==> src/hdl/fpw_consts.vh <==
`ifndef FPW_CONSTS_VH
`define FPW_CONSTS_VH

// register byte offsets
`define FPW_ADDR_DRIVE 8'h00
`define FPW_ADDR_HALF 8'h04
`define FPW_ADDR_DIV 8'h08
`define FPW_ADDR_CTRL 8'h0c
`define FPW_ADDR_STATUS 8'h10
`define FPW_ADDR_LUT_BASE 8'h20
`define FPW_ADDR_LUT_TOP 8'h3c
`define FPW_ADDR_ID 8'h40

// reset values
`define FPW_RST_DRIVE 6'h00
`define FPW_RST_HALF 5'h17
`define FPW_RST_DIV 8'h01
`define FPW_RST_CTRL 3'h0
`define FPW_RST_LUT 6'h3f

// ctrl fields
`define FPW_CTRL_CLK_SEL 0
`define FPW_CTRL_DIV_OVR 1
`define FPW_CTRL_LUT_EN 2

// base tick dividers at 100 MHz: 360 kHz and 1.4 kHz
`define FPW_CLK_HZ 100000000
`define FPW_FAST_HZ 360000
`define FPW_SLOW_HZ 1400
`define FPW_FAST_DIV (`FPW_CLK_HZ / `FPW_FAST_HZ)
`define FPW_SLOW_DIV (`FPW_CLK_HZ / `FPW_SLOW_HZ)
`define FPW_PRE_W 17

// axi responses
`define FPW_RESP_OKAY 2'b00
`define FPW_RESP_SLVERR 2'b10

`define FPW_ID_VALUE 32'h0000_00a5

`endif

==> src/hdl/fpw_lut_mem.v <==
`timescale 1ns/1ns
// eight-entry drive table, registered read port
module fpw_lut_mem
(
  // clock and reset
  input wire core_clk_in,
  input wire arst_n_in,
  // write port
  input wire wr_en_in,
  input wire [2:0] wr_addr_in,
  input wire [5:0] wr_data_in,
  // read port
  input wire [2:0] rd_addr_in,
  output reg [5:0] rd_data_out
);
`include "fpw_consts.vh"

  reg [5:0] mem_q [0:7];
  genvar gi;

  generate
    for (gi = 0; gi < 8; gi = gi + 1)
    begin : g_ent
      always @(posedge core_clk_in or negedge arst_n_in)
      begin
        if (!arst_n_in)
          mem_q[gi] <= `FPW_RST_LUT;
        else if (wr_en_in && wr_addr_in == gi)
          mem_q[gi] <= wr_data_in;
      end
    end
  endgenerate

  always @(posedge core_clk_in or negedge arst_n_in)
  begin
    if (!arst_n_in)
      rd_data_out <= `FPW_RST_LUT;
    else
      rd_data_out <= mem_q[rd_addr_in];
  end
endmodule

==> src/hdl/fpw_engine.v <==
// Added by the designer: the register offsets and the AXI4-Lite slave port.
`timescale 1ns/1ns
// Summary of operation
// - half-period count is ticks per half period
// - new half count changes frequency immediately
// - half count never touches stored drive levels
// - high time equals drive level ticks
// - duty is drive over twice half count
// - resolution is one tick of full period
// - drive above period gives full duty
// - frequency is base rate over twice count
// - five-bit count, zero acts as one
// - override uses divided base clock instead
// - divider ignored unless override set
// - six-bit drive, zero minimum, 3f maximum
module fpw_engine
(
  // clock and reset
  input wire core_clk_in,
  input wire arst_n_in,
  // axi4-lite write address
  input wire [7:0] s_axi_awaddr,
  input wire s_axi_awvalid,
  output reg s_axi_awready,
  // axi4-lite write data
  input wire [31:0] s_axi_wdata,
  input wire [3:0] s_axi_wstrb,
  input wire s_axi_wvalid,
  output reg s_axi_wready,
  // axi4-lite write response
  output reg [1:0] s_axi_bresp,
  output reg s_axi_bvalid,
  input wire s_axi_bready,
  // axi4-lite read address
  input wire [7:0] s_axi_araddr,
  input wire s_axi_arvalid,
  output reg s_axi_arready,
  // axi4-lite read data
  output reg [31:0] s_axi_rdata,
  output reg [1:0] s_axi_rresp,
  output reg s_axi_rvalid,
  input wire s_axi_rready,
  // fan drive
  output reg pwm_out,
  input wire [2:0] lut_sel_in
);
`include "fpw_consts.vh"

  // registers
  reg [5:0] drive_q;
  reg [4:0] half_q;
  reg [7:0] div_q;
  reg [2:0] ctrl_q;
  reg [7:0] aw_q;
  reg aw_have_q;
  reg [31:0] w_q;
  reg [3:0] ws_q;
  reg w_have_q;

  // waveform state
  reg [`FPW_PRE_W-1:0] pre_q;
  reg [7:0] dcnt_q;
  reg tick_q;
  reg [5:0] per_q;
  reg [5:0] lvl_q;
  reg lut_ok_q;
  reg [5:0] lut_lvl_q;

  wire [5:0] lut_rd;
  wire lut_we;
  wire [2:0] lut_waddr;
  wire do_write;

  function is_lut;
    input [7:0] a;
    begin
      is_lut = (a >= `FPW_ADDR_LUT_BASE) && (a <= `FPW_ADDR_LUT_TOP) && (a[1:0] == 2'b00);
    end
  endfunction

  function [5:0] eff_half;
    input [4:0] h;
    begin
      if (h == 5'h00)
        eff_half = 6'h01;
      else
        eff_half = {1'b0, h};
    end
  endfunction

  // write channel: address and data taken in either order
  assign do_write = aw_have_q && w_have_q && !s_axi_bvalid;
  // table entries are writable only while table mode is off
  assign lut_we = do_write && is_lut(aw_q) && ws_q[0] && ctrl_q[`FPW_CTRL_LUT_EN] == 1'b0;
  assign lut_waddr = aw_q[4:2];

  always @(posedge core_clk_in or negedge arst_n_in)
  begin
    if (!arst_n_in)
    begin
      s_axi_awready <= 1'b0;
      s_axi_wready <= 1'b0;
      s_axi_bvalid <= 1'b0;
      s_axi_bresp <= `FPW_RESP_OKAY;
      aw_have_q <= 1'b0;
      w_have_q <= 1'b0;
      aw_q <= 8'h00;
      w_q <= 32'h0000_0000;
      ws_q <= 4'h0;
      drive_q <= `FPW_RST_DRIVE;
      half_q <= `FPW_RST_HALF;
      div_q <= `FPW_RST_DIV;
      ctrl_q <= `FPW_RST_CTRL;
    end
    else
    begin
      s_axi_awready <= !aw_have_q && !s_axi_awready && s_axi_awvalid;
      s_axi_wready <= !w_have_q && !s_axi_wready && s_axi_wvalid;
      if (s_axi_awvalid && s_axi_awready)
      begin
        aw_have_q <= 1'b1;
        aw_q <= s_axi_awaddr;
      end
      if (s_axi_wvalid && s_axi_wready)
      begin
        w_have_q <= 1'b1;
        w_q <= s_axi_wdata;
        ws_q <= s_axi_wstrb;
      end
      if (s_axi_bvalid && s_axi_bready)
        s_axi_bvalid <= 1'b0;
      if (do_write)
      begin
        aw_have_q <= 1'b0;
        w_have_q <= 1'b0;
        s_axi_bvalid <= 1'b1;
        s_axi_bresp <= `FPW_RESP_OKAY;
        if (aw_q == `FPW_ADDR_DRIVE)
        begin
          // table mode owns the drive; direct writes dropped
          if (ws_q[0] && !ctrl_q[`FPW_CTRL_LUT_EN])
            drive_q <= w_q[5:0];
        end
        else if (aw_q == `FPW_ADDR_HALF)
        begin
          if (ws_q[0])
            half_q <= w_q[4:0];
        end
        else if (aw_q == `FPW_ADDR_DIV)
        begin
          if (ws_q[0])
            div_q <= w_q[7:0];
        end
        else if (aw_q == `FPW_ADDR_CTRL)
        begin
          if (ws_q[0])
            ctrl_q <= w_q[2:0];
        end
        else if (is_lut(aw_q))
          s_axi_bresp <= `FPW_RESP_OKAY;
        else if (aw_q == `FPW_ADDR_STATUS || aw_q == `FPW_ADDR_ID)
          s_axi_bresp <= `FPW_RESP_OKAY;
        else
          s_axi_bresp <= `FPW_RESP_SLVERR;
        // leaving table mode keeps the level the table last drove;
        // lut_rd may already show a bus address, so the latched level is used
        if (aw_q == `FPW_ADDR_CTRL && ws_q[0] && ctrl_q[`FPW_CTRL_LUT_EN] && !w_q[`FPW_CTRL_LUT_EN])
          drive_q <= lut_lvl_q;
      end
    end
  end

  // read channel: address held, memory read registered, answer two cycles on
  reg [7:0] ar_q;
  reg rd_pend_q;
  wire [2:0] lut_raddr;
  assign lut_raddr = rd_pend_q ? ar_q[4:2] : lut_sel_in;

  fpw_lut_mem u_lut
  (
    .core_clk_in(core_clk_in),
    .arst_n_in(arst_n_in),
    .wr_en_in(lut_we),
    .wr_addr_in(lut_waddr),
    .wr_data_in(w_q[5:0]),
    .rd_addr_in(lut_raddr),
    .rd_data_out(lut_rd)
  );

  always @(posedge core_clk_in or negedge arst_n_in)
  begin
    if (!arst_n_in)
    begin
      s_axi_arready <= 1'b0;
      s_axi_rvalid <= 1'b0;
      s_axi_rdata <= 32'h0000_0000;
      s_axi_rresp <= `FPW_RESP_OKAY;
      ar_q <= 8'h00;
      rd_pend_q <= 1'b0;
    end
    else
    begin
      s_axi_arready <= !rd_pend_q && !s_axi_rvalid && !s_axi_arready && s_axi_arvalid;
      if (s_axi_arvalid && s_axi_arready)
      begin
        ar_q <= s_axi_araddr;
        rd_pend_q <= 1'b1;
      end
      if (s_axi_rvalid && s_axi_rready)
        s_axi_rvalid <= 1'b0;
      if (rd_pend_q)
      begin
        rd_pend_q <= 1'b0;
        s_axi_rvalid <= 1'b1;
        s_axi_rresp <= `FPW_RESP_OKAY;
        if (ar_q == `FPW_ADDR_DRIVE)
          s_axi_rdata <= {26'h0, drive_q};
        else if (ar_q == `FPW_ADDR_HALF)
          s_axi_rdata <= {27'h0, half_q};
        else if (ar_q == `FPW_ADDR_DIV)
          s_axi_rdata <= {24'h0, div_q};
        else if (ar_q == `FPW_ADDR_CTRL)
          s_axi_rdata <= {29'h0, ctrl_q};
        else if (ar_q == `FPW_ADDR_STATUS)
          s_axi_rdata <= {18'h0, pwm_out, per_q, lvl_q, 1'b0};
        else if (ar_q == `FPW_ADDR_ID)
          s_axi_rdata <= `FPW_ID_VALUE;
        else
        begin
          s_axi_rdata <= 32'h0000_0000;
          s_axi_rresp <= `FPW_RESP_SLVERR;
        end
      end
    end
  end

  // lut read data is valid for the table only when no bus read was pending the cycle before
  always @(posedge core_clk_in or negedge arst_n_in)
  begin
    if (!arst_n_in)
    begin
      lut_ok_q <= 1'b0;
      lut_lvl_q <= `FPW_RST_LUT;
    end
    else
    begin
      lut_ok_q <= !rd_pend_q;
      if (lut_ok_q)
        lut_lvl_q <= lut_rd;
    end
  end
  // table entries are not readable over the bus; a pending read only borrows
  // the read port for one cycle, and the table level holds meanwhile

  // base tick: fixed prescaler or alternate divider on the fast base
  // one-clock tick; per_q and lvl_q move only on it
  // divider constants are integers; only the prescaler bits are kept
  wire [31:0] fast_lim_w;
  wire [31:0] slow_lim_w;
  wire [`FPW_PRE_W-1:0] fast_lim;
  wire [`FPW_PRE_W-1:0] pre_lim;
  assign fast_lim_w = `FPW_FAST_DIV - 1;
  assign slow_lim_w = `FPW_SLOW_DIV - 1;
  assign fast_lim = fast_lim_w[`FPW_PRE_W-1:0];
  assign pre_lim = ctrl_q[`FPW_CTRL_CLK_SEL] ? slow_lim_w[`FPW_PRE_W-1:0] : fast_lim;

  always @(posedge core_clk_in or negedge arst_n_in)
  begin
    if (!arst_n_in)
    begin
      pre_q <= {`FPW_PRE_W{1'b0}};
      dcnt_q <= 8'h00;
      tick_q <= 1'b0;
    end
    else
    begin
      tick_q <= 1'b0;
      if (ctrl_q[`FPW_CTRL_DIV_OVR])
      begin
        // fast base further divided by div_q, zero as one
        if (pre_q >= fast_lim)
        begin
          pre_q <= {`FPW_PRE_W{1'b0}};
          if (dcnt_q + 8'h01 >= div_q)
          begin
            dcnt_q <= 8'h00;
            tick_q <= 1'b1;
          end
          else
            dcnt_q <= dcnt_q + 8'h01;
        end
        else
          pre_q <= pre_q + 1'b1;
      end
      else if (pre_q >= pre_lim)
      begin
        pre_q <= {`FPW_PRE_W{1'b0}};
        dcnt_q <= 8'h00;
        tick_q <= 1'b1;
      end
      else
        pre_q <= pre_q + 1'b1;
    end
  end

  // period counter and compare
  wire [5:0] half_eff;
  wire [5:0] period;
  wire [5:0] level;
  wire full_duty;
  assign half_eff = eff_half(half_q);
  assign period = {half_eff[4:0], 1'b0};
  assign level = ctrl_q[`FPW_CTRL_LUT_EN] ? lut_lvl_q : drive_q;
  // level past the period end keeps the output high for the whole cycle
  assign full_duty = (lvl_q >= period);

  always @(posedge core_clk_in or negedge arst_n_in)
  begin
    if (!arst_n_in)
    begin
      per_q <= 6'h00;
      lvl_q <= `FPW_RST_DRIVE;
      pwm_out <= 1'b0;
    end
    else
    begin
      if (tick_q)
      begin
        // a shrunk period wraps on the next tick instead of running on
        if (per_q + 6'h01 >= period)
        begin
          per_q <= 6'h00;
          lvl_q <= level;
        end
        else
          per_q <= per_q + 6'h01;
      end
      pwm_out <= (lvl_q > per_q) || full_duty;
    end
  end
endmodule

==> config.mk <==
export PLATFORM = sky130hd
export DESIGN_NAME = fpw_engine
export DESIGN_NICKNAME = d
export VERILOG_FILES = /design/src/hdl/fpw_lut_mem.v /design/src/hdl/fpw_engine.v
export VERILOG_INCLUDE_DIRS = /design/src /design/src/hdl
export SDC_FILE = /design/constraint.sdc
export NUM_CORES = 1
export LEC_CHECK = 0
export BUFFER_PORTS_ARGS = -buffer_cell sky130_fd_sc_hd__buf_2
export CAP_MARGIN = 20
export CORE_MARGIN = 4
export CORE_UTILIZATION = 44
export CTS_CLUSTER_SIZE = 8
export DETAILED_ROUTE_END_ITERATION = 7
export PLACE_DENSITY = 0.7
export SLEW_MARGIN = 5
export SYNTH_ARGS = -nofsm -noshare
export SYNTH_HDL_FRONTEND = slang
export SYNTH_SLANG_ARGS = --single-unit
==> constraint.sdc <==
create_clock -name core_clk_in -period 3.25 [get_ports core_clk_in]
set_clock_uncertainty 0.2 [all_clocks]
set_input_delay 0.325 -clock core_clk_in [delete_from_list [all_inputs] [get_ports core_clk_in]]
set_output_delay 0.325 -clock core_clk_in [all_outputs]
set_load 0.02 [all_outputs]
Word-level counts from Yosys, hierarchy flattened
Cells that the tools add are included.

operators by class
  $add $sub $neg = 3
  magnitude comparators = 9
  equality and inequality tests = 18
  mux-type cells = 50
  bitwise operators = 5
  reduce and logical (&&, ||, !) cells = 61

operator list
  operator                                                            count
  2-to-1 mux 14 bit                                                   5
  2-to-1 mux 17 bit                                                   4
  2-to-1 mux 6 bit                                                    7
  2-to-1 mux 8 bit                                                    5
  == test 8 x 4 -> 1 bit, second input constant                       4
  logical AND 1 bit                                                   31
  2-to-1 mux 2 bit                                                    12
  binary-select mux 6 bit (select 3 bit)                              1
  adder 17 x 1 -> 17 bit, second input constant                       1
  greater-or-equal comparator 17 bit                                  1
  greater-or-equal comparator 17 x 9 -> 1 bit, second input constant  1
  == test 8 x 3 -> 1 bit, second input constant                       2
  == test 8 x 5 -> 1 bit, second input constant                       2
  == test 8 x 7 -> 1 bit, second input constant                       2
  logical NOT 8 bit                                                   2
  2-to-1 mux 1 bit                                                    14
  nonzero test 2 bit                                                  7
  == test 3 bit, second input constant                                4
  greater-or-equal comparator 6 bit                                   2
  logical NOT 1 bit                                                   10
  adder 8 x 1 -> 8 bit, second input constant                         1
  greater-or-equal comparator 8 x 6 -> 1 bit, second input constant   1
  greater-or-equal comparator 8 bit                                   1
  less-or-equal comparator 8 x 6 -> 1 bit, second input constant      1
  other kinds (19)                                                    25

storage, ports and cells
  register bits after elaboration = 191
  output and inout port bits = 42

Depth between registers and ports, before layout
Gate-level depths: netlist of run 1.

  depth in word-level cells = 8
  depth in mapped cells = 11

By module
Synthesis of run 1 repeated with hierarchy kept, for this count alone.

unflattened totals
  cells, all modules = 736
  area, all modules = 8768.4 sq um

by module, submodules not included
  module       times used  cells an instance  area an instance (sq um)
  fpw_engine   1           598                6286.0
  fpw_lut_mem  1           138                2482.4

Worst setup path before layout of run 1
Ideal clock, no wire load.

  path type = register to register
  from = register dcnt_q[0]
  to = register dcnt_q[7]
  arrival = 2.229 ns
  data required time = 2.968 ns
  path slack = 0.738 ns
  stages on the path, launching flop included = 10
  path buffers = 0
  clock period less this slack = 2.512 ns
  cell sequence = dfrtp_1 > ha_1 > nor2b_1 > or2_2 > ha_1 > a211oi_1 > o21ai_0 > a21oi_1 > nand3_1 > o22ai_1

between the ends
  cells in the longest elaborated chain, start to end = 5

ends and longest elaborated chain
  what                               RTL line                            text
  from (decl)                        fpw_engine.v:62                     reg [7:0] dcnt_q;
  from (signal assigned)             fpw_engine.v:290                    dcnt_q <= dcnt_q + 8'h01;
  adder 8 x 1 -> 8 bit (*)           fpw_engine.v:284, fpw_engine.v:290
  greater-or-equal comparator 8 bit  fpw_engine.v:284                    if (dcnt_q + 8'h01 >= div_q)
  2-to-1 mux 8 bit (*)               fpw_engine.v:284
  2-to-1 mux 8 bit (*)               fpw_engine.v:281                    if (pre_q >= fast_lim)
  2-to-1 mux 8 bit (*)               fpw_engine.v:278                    if (ctrl_q[`FPW_CTRL_DIV_OVR])

Mark *: on every way between the ends. The rest lies on a longest branch, timed or not. The select of a mux whose other input is x is not followed.
A chain may end at the register's enable or synchronous reset.

Worst setup path after layout of run 1
  from = register half_q[1]
  to = register lvl_q[1]

between the ends
  cells in the longest elaborated chain, start to end = 4

ends and longest elaborated chain
  what                                   RTL line          text
  from (decl)                            fpw_engine.v:51   reg [4:0] half_q;
  from (signal assigned)                 fpw_engine.v:111  half_q <= `FPW_RST_HALF;
  from (signal assigned)                 fpw_engine.v:147  half_q <= w_q[4:0];
  logical NOT 5 bit                      fpw_engine.v:84   if (h == 5'h00)
  2-to-1 mux 5 bit (*)                   fpw_engine.v:84
  greater-or-equal comparator 6 bit (*)  fpw_engine.v:330  if (per_q + 6'h01 >= period)
  AND reduction 2 bit (no line) (*)      n/a
  to (signal assigned)                   fpw_engine.v:322  lvl_q <= `FPW_RST_DRIVE;
  to (signal assigned)                   fpw_engine.v:333  lvl_q <= level;
  to (decl)                              fpw_engine.v:65   reg [5:0] lvl_q;

Mark *: on every way between the ends. The rest lies on a longest branch, timed or not.

==> out/metrics.sh, run 1 <==
RUN_STATUS='completed'
TOP_LEVEL_PORTS=104
GRT_USE_MET2_PCT=27.9
CTS-BUFFERS-INSERTED=17
POST_LAYOUT_NONFILLER_INSTANCES=1105
CP_DATA_REQUIRED_TIME_PS=3350
FINAL_LAYOUT_SIZE_SUFFIX_GT1_SHARE_PCT=34.2
SEQ_POWER_SHARE_PCT=44.6
DESIGN_AREA_UM2=10100
WORST-ENDPOINT-ARRIVAL_PS=3160
POWER_FRAC_COMB_PCT=21.5
CTS.HTREE.LEVELS=4
PWR_DENSITY_CELL_nW_PER_UM2=685
WORST-PATH-MAX-FANOUT=14
DETAIL_ROUTE.FIRST_PASS.ITERATIONS=4
ROUTABILITYCONGESTION=0.839
SWSHARE_PCT=30.9
DESIGN.FINAL.NETS=925
MOSTFREQUENTLAYOUTCELLS='sky130_fd_sc_hd__dfrtp_1, sky130_fd_sc_hd__mux2_2, sky130_fd_sc_hd__dfstp_2'
DRC=0
WORST_HOLD_PATH.NUM_CELLS=1
HPWL_REPORTED_AT_THE_END_OF_DETAILED_PLACEMENT_UM=12400
SYNTH_EDF_COUNT=0
MAX_CLOCK_FREQ_MHz=327
POWER.SWITCHING_mW=2.15
TOTALWIRELENGTH_UM=17500
CRITICAL_PATH_LAUNCH_POINT_TYPE='register'
HIGHEST_UTILIZATION_ROUTING_LAYER_AT_THE_GLOBAL_ROUTE_STAGE='met2'
DIE-HEIGHT_UM=148
POST_CTS_BUFFERS=0
RSZ0062_AT_GRT='false'
SYNTHARSTFLOPSHARE_PCT=100
FIRST_GLOBAL_VIAS=5966
TIMING.HOLD.WORST.CLASS='register to register'
PLACE.PORT_BUFFERS=56
VIASPERCELL=5.23
MAXCAP_VIOL_COUNT=0
TIGHTESTPINTRANSITION_PS=1040
TRITONCTS_NUM_SINKS=171
TIMING_HOLD_VIOLATIONS_FINAL=0
SYNTHESIS.AREA_UM2=8650
LARGEST_NET_DEGREE_AT_THE_START_OF_GLOBAL_ROUTING=86
ANTENNA_CELLS=0
N_FILL_CELL=1716
POWER.IR.VDD_WORST_uV=406
AREAGROWTHSYNTHTOFINISH_PCT=17.3
MAX_SLEW_MARGIN_PCT=30.6
YS_DOMINANT_REG_CELL='sky130_fd_sc_hd__dfrtp_1'
CLK-INSERTION-DELAY-LATE_PS=430
GRT.OVERFLOW.TOTAL=0
YS_TYPES=62
YOSYSSEQAREASHARE_PCT=50.4
PLACE_INST=1042
REG2REGPATHDEPTH=8
INITIAL_UTILIZATION_PCT=44.6
WORSTSETUPPATHTYPE='register to register'
ROWS=51
TRITONCTS='done'
MOSTFREQUENTLAYOUTCELL='sky130_fd_sc_hd__dfrtp_1'
PLACED_AREA_UM2=9150
CELLINTERNALPOWER_mW=4.80
YS_WARN_COUNT=0
ANTENNA_FOUND_INITIAL=0
CTS.CLK_SLEW.WORST_PATHS_PS=70
GRT_FIRST_PASS_WIRELENGTH_UM=29700
DIE_AREA_UM2=22000
FINAL_ANTENNA_NET_COUNT=0
FIN_SETUP_TNS_PS=0
CLOCK-ROOT-BUFFER='sky130_fd_sc_hd__clkbuf_16'
GRT_USE_TOTAL_PCT=16.8
WIRE_PER_INST_UM=15.9
GR-USAGE-MET3_PCT=2.99
FLOORPLAN.DIE.WIDTH_UM=148
POST-PLACE-WS_PS=222
P_LEAK_nW=4.46
SYNTH.AVG_CELL_AREA_UM2=11.6
FINAL_CRITICAL_PATH_SETUP_SLACK_PS=194
END_KIND='register'
SHARE_CLK_OF_TOTAL_POWER_PCT=33.9
FINALSETUPVIOLATIONS=0
POSTSYNTHREGISTERBITS=171
NETLIST_INSTANCES=744
PERIOD_NEEDED_PS=3060
CLK_PATH_BUF_DEPTH=2
USE_MET1_PCT=22.1
TIMING_MAX_TRANSITION_VIOLATIONS_FINAL=0
DRTITER0DRC=299
ROUTE.VIAS.TOTAL=5775
PLACEABLECOREAREA_UM2=19400
TIMING.FINAL.CRIT_SHARE_PCT=94.0
==> path summary, 6_finish.rpt <==
| kind | from | endpoint | slack, ps |
|---|---|---|---|
| max | half_q[1] | lvl_q[1] | 190 |
| min | s_axi_awready | s_axi_awready | 250 |
| max reg2reg | half_q[1] | lvl_q[1] | 190 |
| min reg2reg | s_axi_awready | s_axi_awready | 250 |
| max in group asynchronous | arst_n_in | u_lut.mem_q[19] | 1640 |
| min in group asynchronous | arst_n_in | s_axi_rdata[12] | 300 |
==> metal layers <==
layer	wire (µm)	up-vias
li1	-	2761
met1	8030	2885
met2	8610	103
met3	547	26
met4	336	0
met5	0	-
==> Yosys cell counts (16+ instances only) <==
cell | instances | area share (%)
sky130_fd_sc_hd__mux2i_1 | 16 | 1.9
sky130_fd_sc_hd__dfrtp_1 | 106 | 31
sky130_fd_sc_hd__nor2_1 | 45 | 2.0
sky130_fd_sc_hd__nand3_1 | 18 | 1.0
sky130_fd_sc_hd__a21oi_1 | 26 | 1.5
sky130_fd_sc_hd__buf_4 | 20 | 1.7
sky130_fd_sc_hd__nand2_1 | 39 | 1.7
sky130_fd_sc_hd__clkbuf_1 | 28 | 1.2
sky130_fd_sc_hd__dfstp_2 | 65 | 20
sky130_fd_sc_hd__mux2_2 | 101 | 13
sky130_fd_sc_hd__o21ai_0 | 31 | 1.8
sky130_fd_sc_hd__xnor2_1 | 16 | 1.6
sky130_fd_sc_hd__inv_1 | 46 | 2.0
sky130_fd_sc_hd__ha_1 | 36 | 5.2
==> final cells by class <==
class	count	area, µm²	area share (%)
inverters	46	173	1.70
flip-flops and latches	171	4360	43.0
clock inverters	12	245	2.42
multi-input cells	494	3910	38.6
well taps	265	332	3.27
clock buffers	20	437	4.30
repair buffers	97	684	6.75
==> flip-flops by register name, indices dropped and copies added, names as in the netlist, 3 cells and up <==
register,flops
dcnt_q,8
ctrl_q,3
ar_q,8
u_lut.mem_q,48
div_q,8
lut_lvl_q,6
w_q,8
drive_q,6
per_q,6
aw_q,8
u_lut.rd_data_out,6
s_axi_rdata,14
pre_q,17
lvl_q,6
half_q,5
==> kinds of logic after synthesis <==
group | Yosys count | synth area share, %
and+or+nand+nor | 178 | 10.8
DFF | 171 | 50.4
muxes | 129 | 18.1
AOI/OAI and AO/OA | 108 | 7.89
buffers and inverters | 98 | 5.17
adders and majority gates | 36 | 5.21
xor gates and xnor gates | 23 | 2.33
other | 1 | 0.0434
==> power groups by stage <==
stage,Combinational [mW],Sequential (mW),Clock (mW)
final,1.49,3.10,2.36
after CTS,1.51,3.10,2.41
after global placement,1.44,3.12,0
after global routing,1.68,3.17,2.51
after floorplan,1.21,2.91,0
after detailed placement,1.47,3.13,0
==> metrics by stage <==
| step | total power [mW] | util, % | hold WS [ps] |
|---|---|---|---|
| after CTS | 7.02 | 52.3 | 256 |
| after floorplan | 4.12 | - | -171 |
| final | 6.95 | 52.3 | 252 |
| after global placement | 4.55 | 47.2 | 238 |
| after detailed placement | 4.60 | 47.2 | 237 |
| after global routing | 7.37 | 52.3 | 290 |
==> critical path: stages (launching register included) <==
cell and delay (ps):
sky130_fd_sc_hd__dfstp_2 530, sky130_fd_sc_hd__inv_1 100, sky130_fd_sc_hd__a41o_1 290, sky130_fd_sc_hd__ha_1 280
sky130_fd_sc_hd__nand2_1 50, sky130_fd_sc_hd__a31o_2 240, sky130_fd_sc_hd__a21oi_1 790, sky130_fd_sc_hd__and2_1 350
sky130_fd_sc_hd__a21oi_1 90
==> timing repair <==
item / CTS / global route
resized for setup: 0 / 0
hold buffers: 31 / 0
hold endpoints to repair: 104 / 0
Power figures use the tool's default switching activity.
==> run 2, diff against run 1 <==
- clock period: 3.25 -> 3.8 ns (I/O delays scaled with it)
==> run 2 against run 1 <==
Effect of this change:
- maximum frequency is 2.8% higher
- power shrank 16%
- register-to-register slack improved by 630 ps
- final cell count decreased by 0.45%
- non-clock buffer count fell by 5
- clock-buffer cell count is 1 lower
- global-route usage is 0.12 points lower
==> out/metrics.sh, run 2 (synthesis results as in run 1) <==
REG2REG_SLACK_PS=830  # +630 ps
PLACEABLECOREAREA_UM2=19400  # unchanged
DIE_AREA_UM2=22000  # unchanged
TIMING_HOLD_VIOLATIONS_FINAL=0  # unchanged
ROUTABILITYCONGESTION=0.873  # +4.1%
TRITONCTS='done'
TIMING.HOLD.WORST.CLASS='primary input to register'
MOSTFREQUENTLAYOUTCELL='sky130_fd_sc_hd__dfrtp_1'
HPWL_REPORTED_AT_THE_END_OF_DETAILED_PLACEMENT_UM=12300  # -0.69%
CLK-INSERTION-DELAY-LATE_PS=430  # about the same
CTS-BUFFERS-INSERTED=17  # unchanged
TRITONCTS_NUM_SINKS=171  # unchanged
PLACE.PORT_BUFFERS=56  # unchanged
FIN_UTIL_PCT=51.9  # -0.35 points
WORST-ENDPOINT-ARRIVAL_PS=3120  # -40 ps
WORST_HOLD_PATH.NUM_CELLS=2  # +1
HOLDBUFCOUNTCTS=29  # -6.5%
CTS.HTREE.LEVELS=4  # unchanged
RUN_STATUS='completed'
WORST_R2R_ENDPOINT='dcnt_q[0]'
ROUTE.VIAS.TOTAL=5740  # -0.61%
HOLD-PATH-ENDPOINT='rd_pend_q'
MAX_CLOCK_FREQ_MHz=336  # +2.8%
CLOCK-ROOT-BUFFER='sky130_fd_sc_hd__clkbuf_16'
CRITICAL_PATH.REG2REG.STARTPOINT='dcnt_q[0]'
PLACED_AREA_UM2=9130  # -0.25%
PERIOD_NEEDED_PS=2970  # -83.8 ps
GRT_USE_TOTAL_PCT=16.6  # -0.12 points
DETAIL_ROUTE.FIRST_PASS.ITERATIONS=5  # +1
LARGESTREGISTERS='u_lut.mem_q x48, pre_q x17, s_axi_rdata x14'
TIMING.FINAL.CRIT_SHARE_PCT=78.2  # -16 points
FINAL_LAYOUT_SIZE_SUFFIX_GT1_SHARE_PCT=34.3  # +0.085 points
CRITICAL_PATH_LAUNCH_POINT_TYPE='register'
P_LEAK_nW=4.42  # -0.95%
DRTITER0DRC=372  # +24%
TOP_REGISTER='u_lut.mem_q'
FINALSETUPVIOLATIONS=0  # unchanged
CTS.CLK_SLEW.WORST_PATHS_PS=70  # about the same
FIN_SETUP_TNS_PS=0  # unchanged
END_KIND='register'
WIRE_PER_INST_UM=15.8  # -0.24%
PWR_DENSITY_CELL_nW_PER_UM2=582  # -15%
LARGEST_NET_DEGREE_AT_THE_START_OF_GLOBAL_ROUTING=70  # -19%
ANTENNA_CELLS=0  # unchanged
TIMING_MAX_TRANSITION_VIOLATIONS_FINAL=0  # unchanged
MOSTFREQUENTLAYOUTCELLS='sky130_fd_sc_hd__dfrtp_1, sky130_fd_sc_hd__mux2_2, sky130_fd_sc_hd__dfstp_2'
AREAGROWTHSYNTHTOFINISH_PCT=16.5
FINAL_CRITICAL_PATH_SETUP_SLACK_PS=828  # +634 ps
CLK_PATH_BUF_DEPTH=2  # unchanged
WORST-PATH-MAX-FANOUT=7  # -7
INITIAL_UTILIZATION_PCT=44.6  # unchanged
FIRST_GLOBAL_VIAS=5779  # -3.1%
GRT_FIRST_PASS_WIRELENGTH_UM=29300  # -1.4%
TOTALWIRELENGTH_UM=17400  # -0.69%
TOTAL_POWER_mW=5.86  # -16%
PLACE_INST=1039  # -0.29%
POWER.IR.VDD_WORST_uV=339  # -17%
TIMING.HOLD.WS_PS=20.3  # -232 ps
DESIGN.FINAL.NETS=920  # -0.54%
RSZ0062_AT_GRT='false'
TIGHTESTPINTRANSITION_PS=780  # -261 ps
POST_LAYOUT_NONFILLER_INSTANCES=1100  # -0.45%
ANTENNA_FOUND_INITIAL=0  # unchanged
MULTI_INPUT_AREA_UM2=3910  # unchanged
REG2REGPATHDEPTH=9  # +1
CTSRESIZECOUNT=0  # unchanged
FOOTPRINT_OF_THE_FLIP_FLOPS_AND_LATCHES_UM2=4360  # unchanged
DESIGN_AREA_UM2=10100  # -0.68%
TOP_LEVEL_PORTS=104  # unchanged
DRC=0  # unchanged
TIMING.HOLD.WORST.START='s_axi_arvalid'
WORSTSETUPPATHTYPE='register to register'
N_FILL_CELL=1694  # -1.3%
VIASPERCELL=5.22  # -0.15%
FLOORPLAN.DIE.WIDTH_UM=148  # unchanged
CP_DATA_REQUIRED_TIME_PS=3950  # +600 ps
MAXCAP_VIOL_COUNT=0  # unchanged
MAX_SLEW_MARGIN_PCT=46.5  # +16 points
POST-PLACE-WS_PS=887  # +664 ps
GRT.OVERFLOW.TOTAL=0  # unchanged
LARGEST_REGISTER_FFS=48  # unchanged
DIE-HEIGHT_UM=148  # unchanged
FINAL_ANTENNA_NET_COUNT=0  # unchanged
POST_CTS_BUFFERS=0  # unchanged
ROWS=51  # unchanged
[run 2: changes by cell type in the layout (fill, tap and decap cells not counted)]
cell                            before  now
sky130_fd_sc_hd__inv_6               1    3
sky130_fd_sc_hd__bufinv_16           7    5
sky130_fd_sc_hd__clkbuf_8            0    1
sky130_fd_sc_hd__dlygate4sd3_1      31   29
sky130_fd_sc_hd__clkinvlp_4          1    3
sky130_fd_sc_hd__clkinv_2            2    1
sky130_fd_sc_hd__clkbuf_1            3    1
sky130_fd_sc_hd__buf_4               9    6
[run 2: worst max-delay path by stage]
stage,slack (ps),end,from,cells past startpoint
2_1_floorplan,1290,dcnt_q[7],dcnt_q[0],9
3_3_place_gp,950,dcnt_q[1],dcnt_q[0],9
3_5_place_dp,890,dcnt_q[0],dcnt_q[0],9
4_1_cts,820,dcnt_q[0],dcnt_q[0],9
5_1_grt,640,lvl_q[3],per_q[0],10
6_report,830,dcnt_q[0],dcnt_q[0],9
[run 2: layout make-up]
| class | count | area share (%) |
|---|---|---|
| multi-input cells | 494 | 38.8 |
| well taps | 265 | 3.29 |
| inverters | 46 | 1.71 |
| repair buffers | 92 | 6.37 |
| clock inverters | 13 | 2.11 |
| flip-flops and latches | 171 | 43.3 |
| clock buffers | 19 | 4.40 |
[run 2: power by group]
group / leakage, nW / internal, mW / total [mW] / switching (mW)
logic: 2.06 / 0.615 / 1.28 / 0.666
registers: 2.04 / 2.20 / 2.66 / 0.463
clock network: 0.311 / 1.19 / 1.92 / 0.729
total: 4.42 / 4.00 / 5.86 / 1.86
[run 2: layer usage]
metal / global-route usage (%) / routed length [µm]
met5: 0 / 0
met2: 27.1 / 8310
met3: 2.96 / 573
met1: 22.2 / 8150
met4: 6.84 / 366
[run 2: critical path: stages, from the launching register on]
cell                       delay [ps]
sky130_fd_sc_hd__dfrtp_1          440
sky130_fd_sc_hd__ha_1             270
sky130_fd_sc_hd__nor2b_1          160
sky130_fd_sc_hd__or2_2            280
sky130_fd_sc_hd__ha_1             290
sky130_fd_sc_hd__a211oi_1         220
sky130_fd_sc_hd__o21ai_0          120
sky130_fd_sc_hd__a21oi_1          470
sky130_fd_sc_hd__nand3_1          260
sky130_fd_sc_hd__mux2i_1          180
==> run 3, diff against run 2 <==
- PLACE_DENSITY: 0.7 -> 0.73
- clock period: 3.8 -> 2.63 ns (I/O delays scaled with it)
==> run 3 against run 2 <==
Effect of this change:
- critical path depth grew 3
- wire length grew 1.8%
- maximum frequency grew 16%
- design area grew 2.2%
- clock-buffer cell count is the same
==> out/metrics.sh, run 3 (synthesis results as in run 1) <==
DIE-HEIGHT_UM=148  # unchanged
TIMING.HOLD.WS_PS=235  # +215 ps
CLK-INSERTION-DELAY-LATE_PS=430  # about the same
MET2WIRELENGTH_UM=8760  # +5.4%
M1WIRELENGTH_UM=8010  # -1.7%
TIMING.FINAL.CRIT_SHARE_PCT=97.3  # +19 points
MAXCAP_VIOL_COUNT=0  # unchanged
CRIT_PATH_CELL_TRACE='and3_4, nand3_1, nor3_2, xnor2_2, inv_1, ha_1, nand2_1, nor3_2, a21oi_1, buf_4, a21o_1, a21oi_1'
FINAL_ANTENNA_NET_COUNT=0  # unchanged
MAX_CLOCK_FREQ_MHz=391  # +16%
ROUTE.VIAS.TOTAL=5834  # +1.6%
MAX_SLEW_MARGIN_PCT=52.2  # +5.7 points
WORST_R2R_ENDPOINT='tick_q'
CRITICAL_PATH.REG2REG.STARTPOINT='dcnt_q[0]'
DRC=0  # unchanged
FLOORPLAN.DIE.WIDTH_UM=148  # unchanged
CP_DATA_REQUIRED_TIME_PS=2780  # -1170 ps
PLACE.PORT_BUFFERS=56  # unchanged
WIRE_PER_INST_UM=15.8  # -0.37%
GRT.OVERFLOW.TOTAL=0  # unchanged
RUN_STATUS='completed'
TIMING_HOLD_VIOLATIONS_FINAL=0  # unchanged
PLACEABLECOREAREA_UM2=19400  # unchanged
LARGEST_REGISTER_FFS=48  # unchanged
DIE_AREA_UM2=22000  # unchanged
CLK_PATH_BUF_DEPTH=2  # unchanged
CLOCK-ROOT-BUFFER='sky130_fd_sc_hd__clkbuf_16'
REG2REGPATHDEPTH=12  # +3
TIMING.HOLD.WORST.CLASS='primary input to asynchronous set/reset pin'
ANTENNA_CELLS=0  # unchanged
LARGEST_NET_DEGREE_AT_THE_START_OF_GLOBAL_ROUTING=78  # +11%
POST_LAYOUT_NONFILLER_INSTANCES=1124  # +2.2%
POST-PLACE-WS_PS=29.8  # -857 ps
FINAL_CRITICAL_PATH_SETUP_SLACK_PS=72.0  # -756 ps
TIMING_MAX_TRANSITION_VIOLATIONS_FINAL=0  # unchanged
P_LEAK_nW=4.54  # +2.7%
TRITONCTS='done'
ROUTABILITYCONGESTION=0.832  # -4.8%
CTS.CLK_SLEW.WORST_PATHS_PS=70  # about the same
DETAIL_ROUTE.FIRST_PASS.ITERATIONS=4  # -1
DRTITER0DRC=322  # -13%
PWR_DENSITY_CELL_nW_PER_UM2=812  # +40%
END_KIND='register'
WORSTSETUPPATHTYPE='register to register'
TOP_LAYER='met4'
ANTENNA_FOUND_INITIAL=0  # unchanged
FINAL_LAYOUT_SIZE_SUFFIX_GT1_SHARE_PCT=37.6  # +3.4 points
CRITICAL_PATH_LAUNCH_POINT_TYPE='register'
GRT_FIRST_PASS_WIRELENGTH_UM=29800  # +1.8%
WORSTSETUPSTARTPOINT='dcnt_q[0]'
FINALSETUPVIOLATIONS=0  # unchanged
TOP_LEVEL_PORTS=104  # unchanged
FIRST_GLOBAL_VIAS=5788  # +0.16%
MET3ROUTEDLENGTH_UM=645  # +13%
TIGHTESTPINTRANSITION_PS=696  # -83.5 ps
TIMING.CRITICAL_PATH.SLOWEST_CELL_DELAY_PS=410  # -60 ps
VIASPERCELL=5.19  # -0.53%
CTS-BUFFERS-INSERTED=17  # unchanged
PERIOD_NEEDED_PS=2560  # -414 ps
LARGESTREGISTERS='u_lut.mem_q x48, pre_q x17, s_axi_rdata x14'
TOTALWIRELENGTH_UM=17700  # +1.8%
GRT_USE_TOTAL_PCT=16.8  # +0.21 points
TRITONCTS_NUM_SINKS=171  # unchanged
HPWL_REPORTED_AT_THE_END_OF_DETAILED_PLACEMENT_UM=12500  # +1.7%
DESIGN.FINAL.NETS=944  # +2.6%
WORST-PATH-MAX-FANOUT=7  # unchanged
CTS.HTREE.LEVELS=4  # unchanged
WORST-ENDPOINT-ARRIVAL_PS=2710  # -410 ps
TOTAL_POWER_mW=8.35  # +43%
INITIAL_UTILIZATION_PCT=44.6  # unchanged
TOP_REGISTER='u_lut.mem_q'
PLACE_INST=1059  # +1.9%
MOSTFREQUENTLAYOUTCELLS='sky130_fd_sc_hd__dfrtp_1, sky130_fd_sc_hd__mux2_2, sky130_fd_sc_hd__dfstp_2'
ROWS=51  # unchanged
CRIT_SLOWEST_CELL='sky130_fd_sc_hd__dfrtp_1'
POWER.IR.VDD_WORST_uV=370  # +9.1%
MOSTFREQUENTLAYOUTCELL='sky130_fd_sc_hd__dfrtp_1'
REG2REG_SLACK_PS=70  # -760 ps
FIN_SETUP_TNS_PS=0  # unchanged
AREAGROWTHSYNTHTOFINISH_PCT=19.1
run 3: changes by cell type in the layout (fill, tap and decap cells not counted), moves of 3 or more:
cell and delta:
sky130_fd_sc_hd__o21ai_1 +4, sky130_fd_sc_hd__clkinvlp_4 -3, sky130_fd_sc_hd__inv_8 +3, sky130_fd_sc_hd__bufinv_16 -4, sky130_fd_sc_hd__o21ai_0 -4, sky130_fd_sc_hd__buf_4 +22
run 3: area by class of cell:
cell class                 instances  area, µm²
timing repair buffer             116        827
clock buffer                      19        464
sequential                       171       4360
fill                            1679       9100
tap                              265        332
clock inverter                    13        144
multi-input combinational        494       3990
inverter                          46        173
run 3: worst max-delay path by stage:
stage | to | slack, ps | cells after the start
2_1_floorplan | dcnt_q[7] | 120 | 9
3_3_place_gp | per_q[2] | 40 | 9
3_5_place_dp | per_q[2] | 30 | 9
4_1_cts | per_q[2] | 4 | 9
5_1_grt | tick_q | -60 | 12
6_report | tick_q | 70 | 12
run 3: per-layer routing:
| metal | up-vias | track usage, % |
|---|---|---|
| li1 | 2811 | - |
| met1 | 2891 | 22.5 |
| met2 | 109 | 27.8 |
| met3 | 23 | 2.83 |
| met4 | 0 | 6.10 |
| met5 | - | 0 |
run 3: report_power, final:
group	switching [mW]	internal, mW	total, mW
Combinational	1.04	0.973	2.01
Clock	1.12	1.43	2.55
Sequential	0.617	3.17	3.79
Total	2.78	5.58	8.35
run 3: critical path: cells and delay by family, from the launching register on:
kind                     cells  cell delay (ps)
AND/OR/NAND/NOR              5              810
flip-flops                   1              410
AO/OA/AOI/OAI                3              370
adder cells (fa/ha/maj)      1              290
buffers and inverters        2              240
XOR/XNOR                     1              160
run 3: stage by stage:
| step | utilization (%) | cell area [µm²] |
|---|---|---|
| after detailed placement | 47.8 | 9280 |
| after global placement | 47.8 | 9280 |
| after CTS | 52.6 | 10200 |
| after global routing | 53.1 | 10300 |
| final | 53.1 | 10300 |
| after floorplan | - | 8720 |
run 3: repair_timing:
item / in CTS / in global routing
endpoints found under the setup margin: 0 / 17
hold buffers: 31 / 0
setup buffers: 0 / 2
gates resized for setup: 0 / 20
hold endpoints to repair: 84 / 0
